`config.mk`:
```
export PLATFORM = sky130hd
export DESIGN_NAME = pmec_top
export DESIGN_NICKNAME = d
export VERILOG_FILES = /design/src/hdl/pmec_counter.v /design/src/hdl/pmec_irq.v /design/src/hdl/pmec_top.v
export VERILOG_INCLUDE_DIRS = /design/src /design/src/hdl
export SDC_FILE = /design/constraint.sdc
export NUM_CORES = 1
export LEC_CHECK = 0
export BUFFER_PORTS_ARGS = -buffer_cell sky130_fd_sc_hd__buf_2
export CORE_ASPECT_RATIO = 0.9
export CORE_MARGIN = 2
export CORE_UTILIZATION = 49
export DETAILED_ROUTE_END_ITERATION = 8
export PLACE_DENSITY = 0.71
export SETUP_SLACK_MARGIN = 0.02
export SKIP_LAST_GASP = 1
export SYNTH_ARGS = -nofsm -noshare
export SYNTH_HDL_FRONTEND = slang
export SYNTH_SLANG_ARGS = --single-unit
```
`constraint.sdc`:
```
create_clock -name clock -period 3.3 [get_ports clock]
set_input_delay 0.33 -clock clock [delete_from_list [all_inputs] [get_ports clock]]
set_output_delay 0.33 -clock clock [all_outputs]
set_load 0.05 [all_outputs]
```
`src/hdl/pmec_regs.vh`:
```
`ifndef PMEC_REGS_VH
`define PMEC_REGS_VH
// ==========================================
// Register offsets (byte address = offset)
`define PMEC_ADDR_W 12
`define PMEC_OFS_PAT_HIGH 12'h090d
`define PMEC_OFS_PAT_LOW 12'h090e
`define PMEC_OFS_SLIP 12'h090f
`define PMEC_OFS_ZV_HIGH 12'h0910
`define PMEC_OFS_ZV_LOW 12'h0911
`define PMEC_OFS_INT_STAT 12'h0920
`define PMEC_OFS_INT_MASK 12'h0921
// ==========================================
// Reset values and field positions
`define PMEC_RST_BYTE 8'h00
`define PMEC_RST_WORD 16'h0000
`define PMEC_ONE_WORD 16'h0001
`define PMEC_INT_PAT 0
`define PMEC_INT_SLIP 1
`define PMEC_INT_ZV 2
`define PMEC_INT_W 3
`define PMEC_RST_INT 3'h0
`endif

```
`src/hdl/pmec_counter.v`:
```
`timescale 1ns/1ps
`default_nettype none
`include "pmec_regs.vh"
// ==========================================
// Clear-on-read saturating event counter
module pmec_counter #(
	parameter WIDTH = 16
) (
	// Clock and reset
	input wire clock,
	input wire arst_n,
	// Event and clear
	input wire event_pulse,
	input wire clear,
	// Count
	output reg [WIDTH-1:0] count_q
);
	wire [WIDTH-1:0] one_w = {{(WIDTH-1){1'b0}}, 1'b1};
	reg [WIDTH-1:0] count_d;

	always @* begin
		count_d = count_q;
		if (clear)
			count_d = event_pulse ? one_w : {WIDTH{1'b0}};
		else if (event_pulse && (count_q != {WIDTH{1'b1}}))
			count_d = count_q + one_w;
	end

	always @(posedge clock or negedge arst_n) begin
		if (!arst_n)
			count_q <= {WIDTH{1'b0}};
		else
			count_q <= count_d;
	end
endmodule // pmec_counter
`default_nettype wire

```
`src/hdl/pmec_irq.v`:
```
`timescale 1ns/1ps
`default_nettype none
`include "pmec_regs.vh"
// ==========================================
// Sticky status, write-one-to-clear, masked
module pmec_irq #(
	parameter N = 3
) (
	// Clock and reset
	input wire clock,
	input wire arst_n,
	// Events and software
	input wire [N-1:0] events,
	input wire [N-1:0] clear_bits,
	input wire [N-1:0] mask_q,
	// Status
	output reg [N-1:0] status_q,
	output wire irq
);
	always @(posedge clock or negedge arst_n) begin
		if (!arst_n)
			status_q <= {N{1'b0}};
		else
			// Set wins over a same-cycle clear
			status_q <= (status_q & ~clear_bits) | events;
	end

	assign irq = |(status_q & mask_q);
endmodule // pmec_irq
`default_nettype wire

```
`src/hdl/pmec_top.v`:
```
// Functional notes
// Receive test-pattern bit errors are counted in a 16-bit counter since its last read.
// The low byte of that count is read at the pattern low-byte register.
// Software reads the high byte of a 16-bit counter before its low byte.
// Reading the high byte then the low byte clears a 16-bit counter.
// Transmit slips are counted in an 8-bit counter since its last read.
// A slip is a repeated or dropped whole frame in the transmit slip buffer.
// The slip counter reads its total and returns to zero.
// Excessive-zero violations are counted in a 16-bit clear-on-read counter.
// The high byte of the violation count is read at the violation high-byte register.
// A high-byte read latches the low byte, which the low-byte read then returns.
// An event coinciding with a clearing read restarts the count at one.
`timescale 1ns/1ps
`default_nettype none
`include "pmec_regs.vh"
module pmec_top (
	// Clock and reset
	input wire clock,
	input wire arst_n,
	// Event pulses
	input wire pattern_bit_error,
	input wire tx_frame_repeat,
	input wire tx_frame_drop,
	input wire zero_violation,
	// Register port
	input wire [`PMEC_ADDR_W-1:0] reg_addr,
	input wire [7:0] reg_wdata,
	input wire reg_write,
	input wire reg_read,
	output reg [7:0] reg_rdata_q,
	// Interrupt
	output wire irq
);
	// ==========================================
	// Decode
	wire rd_pat_hi = reg_read && (reg_addr == `PMEC_OFS_PAT_HIGH);
	wire rd_pat_lo = reg_read && (reg_addr == `PMEC_OFS_PAT_LOW);
	wire rd_slip = reg_read && (reg_addr == `PMEC_OFS_SLIP);
	wire rd_zv_hi = reg_read && (reg_addr == `PMEC_OFS_ZV_HIGH);
	wire rd_zv_lo = reg_read && (reg_addr == `PMEC_OFS_ZV_LOW);
	wire wr_stat = reg_write && (reg_addr == `PMEC_OFS_INT_STAT);
	wire wr_mask = reg_write && (reg_addr == `PMEC_OFS_INT_MASK);

	// ==========================================
	// Counters
	wire [15:0] pattern_bit_error_count;
	wire [7:0] tx_frame_slip_count;
	wire [15:0] zero_violation_count;
	reg [7:0] pat_hold_q;
	reg [7:0] zv_hold_q;
	reg pat_armed_q;
	reg zv_armed_q;
	wire slip_event = tx_frame_repeat | tx_frame_drop;
	// Clear only on low-byte read after a high-byte read
	wire pat_clear = rd_pat_lo && pat_armed_q;
	wire zv_clear = rd_zv_lo && zv_armed_q;

	pmec_counter #(.WIDTH(16)) u_pat (
		.clock(clock),
		.arst_n(arst_n),
		.event_pulse(pattern_bit_error),
		.clear(pat_clear),
		.count_q(pattern_bit_error_count)
	);

	pmec_counter #(.WIDTH(8)) u_slip (
		.clock(clock),
		.arst_n(arst_n),
		.event_pulse(slip_event),
		.clear(rd_slip),
		.count_q(tx_frame_slip_count)
	);

	pmec_counter #(.WIDTH(16)) u_zv (
		.clock(clock),
		.arst_n(arst_n),
		.event_pulse(zero_violation),
		.clear(zv_clear),
		.count_q(zero_violation_count)
	);

	// ==========================================
	// Low-byte holding
	always @(posedge clock or negedge arst_n) begin
		if (!arst_n) begin
			pat_hold_q <= `PMEC_RST_BYTE;
			zv_hold_q <= `PMEC_RST_BYTE;
			pat_armed_q <= 1'b0;
			zv_armed_q <= 1'b0;
		end else begin
			if (rd_pat_hi) begin
				pat_hold_q <= pattern_bit_error_count[7:0];
				pat_armed_q <= 1'b1;
			end else if (rd_pat_lo) begin
				pat_armed_q <= 1'b0;
			end
			if (rd_zv_hi) begin
				zv_hold_q <= zero_violation_count[7:0];
				zv_armed_q <= 1'b1;
			end else if (rd_zv_lo) begin
				zv_armed_q <= 1'b0;
			end
		end
	end

	// ==========================================
	// Interrupts
	reg [`PMEC_INT_W-1:0] mask_q;
	wire [`PMEC_INT_W-1:0] status;
	wire [`PMEC_INT_W-1:0] events = {zero_violation, slip_event, pattern_bit_error};
	wire [`PMEC_INT_W-1:0] clr = wr_stat ? reg_wdata[`PMEC_INT_W-1:0] : `PMEC_RST_INT;

	always @(posedge clock or negedge arst_n) begin
		if (!arst_n)
			mask_q <= `PMEC_RST_INT;
		else if (wr_mask)
			mask_q <= reg_wdata[`PMEC_INT_W-1:0];
	end

	pmec_irq #(.N(`PMEC_INT_W)) u_irq (
		.clock(clock),
		.arst_n(arst_n),
		.events(events),
		.clear_bits(clr),
		.mask_q(mask_q),
		.status_q(status),
		.irq(irq)
	);

	// ==========================================
	// Read data, valid only the cycle after a read
	reg [7:0] rdata_d;
	always @* begin
		rdata_d = `PMEC_RST_BYTE;
		if (reg_read) begin
			case (reg_addr)
				`PMEC_OFS_PAT_HIGH: rdata_d = pattern_bit_error_count[15:8];
				// Without a prior high read, show the live byte
				`PMEC_OFS_PAT_LOW: rdata_d = pat_armed_q ? pat_hold_q
					: pattern_bit_error_count[7:0];
				`PMEC_OFS_SLIP: rdata_d = tx_frame_slip_count;
				`PMEC_OFS_ZV_HIGH: rdata_d = zero_violation_count[15:8];
				`PMEC_OFS_ZV_LOW: rdata_d = zv_armed_q ? zv_hold_q
					: zero_violation_count[7:0];
				`PMEC_OFS_INT_STAT: rdata_d = {5'h00, status};
				`PMEC_OFS_INT_MASK: rdata_d = {5'h00, mask_q};
				default: rdata_d = `PMEC_RST_BYTE;
			endcase
		end
	end

	always @(posedge clock or negedge arst_n) begin
		if (!arst_n)
			reg_rdata_q <= `PMEC_RST_BYTE;
		else
			reg_rdata_q <= rdata_d;
	end
endmodule // pmec_top
`default_nettype wire

```
==> flow_summary.toml <==
[timing]
rsz0062_at_grt = "no"
fmax_mhz = 493
period_needed_ns = 2.03
hold_ws_ns = 0.194
setup_violations = 0
worst_slew_pin_slew_ns = 0.933
maxSlewHeadroom_pct = 37.8
slew_violations = 0
setup_slack_ns = 1.27
fin_crit_sh_pct = 61.5
tns_ns = 0
hold_viol_final = 0
finClkSkew_ns = 0.00817

[placed_design]
placed_cells = 565
place.gp.congestion = 0.866
port_buffers = 31
post-place-ws_ns = 1.10
post-dp-hpwl_um = 7080

[clock_network]
postCtsHoldBufs = 0
clkLatencyLatePin_ns = 0.35
max-clock-path-buffers = 2
clk_pin_slew_ns = 0.08
cts_buffers = 9
cts_tree = "yes"
clockRootBuffer = "clkbuf_8"
cts_setup_buffers = 0
htreeDepth = 3
cts_num_sinks = 72
ctsResizeCount = 0

[setup_path]
worstSetupPathType = "reg -> reg"
worstPathArrival_ns = 2.25
required_ns = 3.52
start_kind = "register"
cp-end-kind = "register"
crit_fanout = 12

[pwr]
swShare_pct = 31.5
share_comb_of_total_power_pct = 16.5
peakVddDrop_mv = 0.286
switchingPower_mw = 0.757
power_density_nw_per_um2 = 506
leakagePower_nw = 2.00
intPower_mw = 1.65
seqPwrFrac_pct = 49.9
p_clk_share_pct = 33.6

[global_route]
antenna_found_initial = 0
grt_pass1_wl_um = 17200
grt-ovfl-total = 0
grt_max_degree = 73
gr-usage-all-layers_pct = 23.1
top_usage_layer = "met2"
use_met2_pct = 35.5
use_met3_pct = 5.06
met1_usage_pct = 33.0
grt_pass1_vias = 3457

[detailed_routing]
drt_wl_total_um = 10000
dr.first_iter.drc_count = 184
first_pass_iters = 5
drc = 0
ant_nets = 0
wire_per_inst_um = 17.3
num_vias = 3583
via_per_inst = 6.17

[floorplan]
start_util_pct = 50.3
dieHeight_um = 92.8
std_cell_rows = 32
die_w_um = 103
die-area_um2 = 9520
coreArea_um2 = 8530
io-pin-count = 37

[synthesis]
synth_flop_cell = "dfrtp_1"
synthArstFlopShare_pct = 100
yosysSeqAreaShare_pct = 42.0
netlist_instances = 430
synth.avg_cell_area_um2 = 9.97
synth_xor_area_share_pct = 0.817
synth_top_family_by_area = "simple AND/OR/NAND/NOR gates"
synthesis.area_um2 = 4290
synth_seq_cells = 72
synth.net_count = 461
synth_compound_area_share_pct = 18.5
synthSimpleGateAreaFrac_pct = 22.1
synthAdderAreaFrac_pct = 0.875
synth_edf_count = 0
ys_warn_count = 0
synthDistinctLibCells = 65
synth_mux_area_share_pct = 12.2

[cells_and_area]
layout-drive-gt1-share_pct = 18.4
final_cells = 581
diodes = 0
nets = 488
fillers = 780
area_delta_synth_final_pct = 10.7

[status]
status = "finished clean"

[flow_run]
max_cap_viol_count = 0

[worst_hold_path]
hold_class = "in -> async"
-- worst max-delay path: stages (launching register included) --
cell and delay (ns):
dfrtp_1 0.50, ha_1 0.26, nand4_1 0.14, nor4_2 0.29, buf_4 0.22, mux2i_1 0.36
a22oi_2 0.13
-- Yosys cell counts (3+ instances only) --
cell	instances	area share, %
buf_2	9	1.1
o21a_1	9	1.6
nor2_1	27	2.4
o31ai_1	14	2.5
nor3_1	9	1.1
and4_1	5	1.0
ha_1	3	0.88
o21ai_0	23	2.7
a21oi_1	17	2.0
nand2b_1	3	0.44
inv_1	14	1.2
and3_1	4	0.58
nand4_1	11	1.6
dfrtp_1	72	42
nand4_2	4	1.2
and2_1	3	0.44
o21bai_1	3	0.53
o22ai_1	10	1.5
clkbuf_1	6	0.53
a21boi_0	6	1.1
nor2b_1	5	0.73
a211oi_1	7	1.2
o31a_1	5	1.0
or4_1	10	1.8
mux2i_1	33	7.7
nand3_1	13	1.5
xor2_1	4	0.82
or3_1	8	1.2
mux2_2	17	4.5
nor4_1	5	0.73
nand2_1	26	2.3
-- state kept, by name, summed over array words and instances (netlist names) --
register and flops:
mask_q 3, pat_armed_q 1, pat_hold_q 8, reg_rdata_q 8, u_irq.status_q 3, u_pat.count_q 16
u_slip.count_q 8, u_zv.count_q 16, zv_armed_q 1, zv_hold_q 8
-- cell families (layout without fill, tap and decap cells) --
kind of cell | count (synthesis) | after routing
flip-flops | 72 | 72
adder cells (fa/ha/maj) | 3 | 3
buffers and inverters | 32 | 64
XOR/XNOR | 4 | 4
AO/OA/AOI/OAI | 115 | 115
AND/OR/NAND/NOR | 154 | 154
multiplexers | 50 | 50
-- routing by layer --
metal	vias to the layer above	share of wire, %
met5	-	0
met4	0	1.0
met3	8	4.3
met2	87	46
met1	1778	48
li1	1710	-
-- cell usage in the layout (no fill, tap or decap), types with 7 or more instances in the layout --
master,count
inv_1,14
o31ai_1,14
or3_1,8
nand4_1,11
nand2_1,26
nor2_1,27
nor3_1,9
nand3_1,13
mux2i_1,33
mux2_2,17
a211oi_1,7
o21ai_0,23
o21a_1,9
o22ai_1,10
a21oi_1,17
buf_2,31
dfrtp_1,72
or4_1,10
clkbuf_8,11
-- worst paths after layout --
check | to | cells after the start | slack (ns) | from
setup reg to reg | u_pat.count_q[0] | 6 | 1.27 | u_pat.count_q[0]
min in group clock | mask_q[0] | 3 | 0.26 | reg_wdata[0]
setup / recovery | u_pat.count_q[0] | 6 | 1.27 | u_pat.count_q[0]
hold reg to reg | zv_hold_q[1] | 1 | 0.51 | zv_hold_q[1]
hold / removal | u_pat.count_q[12] | 2 | 0.19 | arst_n
max in group asynchronous | u_irq.status_q[2] | 2 | 2.49 | arst_n
-- power by group through the flow --
stage / Sequential (mW) / Clock (mW) / Combinational [mW]
6_report: 1.20 / 0.808 / 0.398
5_1_grt: 1.22 / 0.876 / 0.455
4_1_cts: 1.19 / 0.824 / 0.402
3_5_place_dp: 1.21 / 0 / 0.395
3_3_place_gp: 1.19 / 0 / 0.385
2_1_floorplan: 1.13 / 0 / 0.316
-- stage by stage --
stage	utilization [%]	area [µm²]	power, mW
after floorplan	-	4290	1.45
after global placement	53.0	4520	1.58
after detailed placement	53.0	4520	1.60
after CTS	55.7	4750	2.42
after global routing	55.7	4750	2.55
final	55.7	4750	2.40
-- area by class of cell --
cell class                      instances  area (µm²)  share of cell area [%]
Sequential cell                        72        1800                    37.9
Clock buffer                           12         155                    3.27
Multi-Input combinational cell        326        2340                    49.2
Inverter                               14        52.6                    1.11
Tap cell                              119         149                    3.13
Clock inverter                          4        76.3                    1.61
Timing Repair Buffer                   34         178                    3.74
Note: power is estimated with default switching activity, not from simulation.
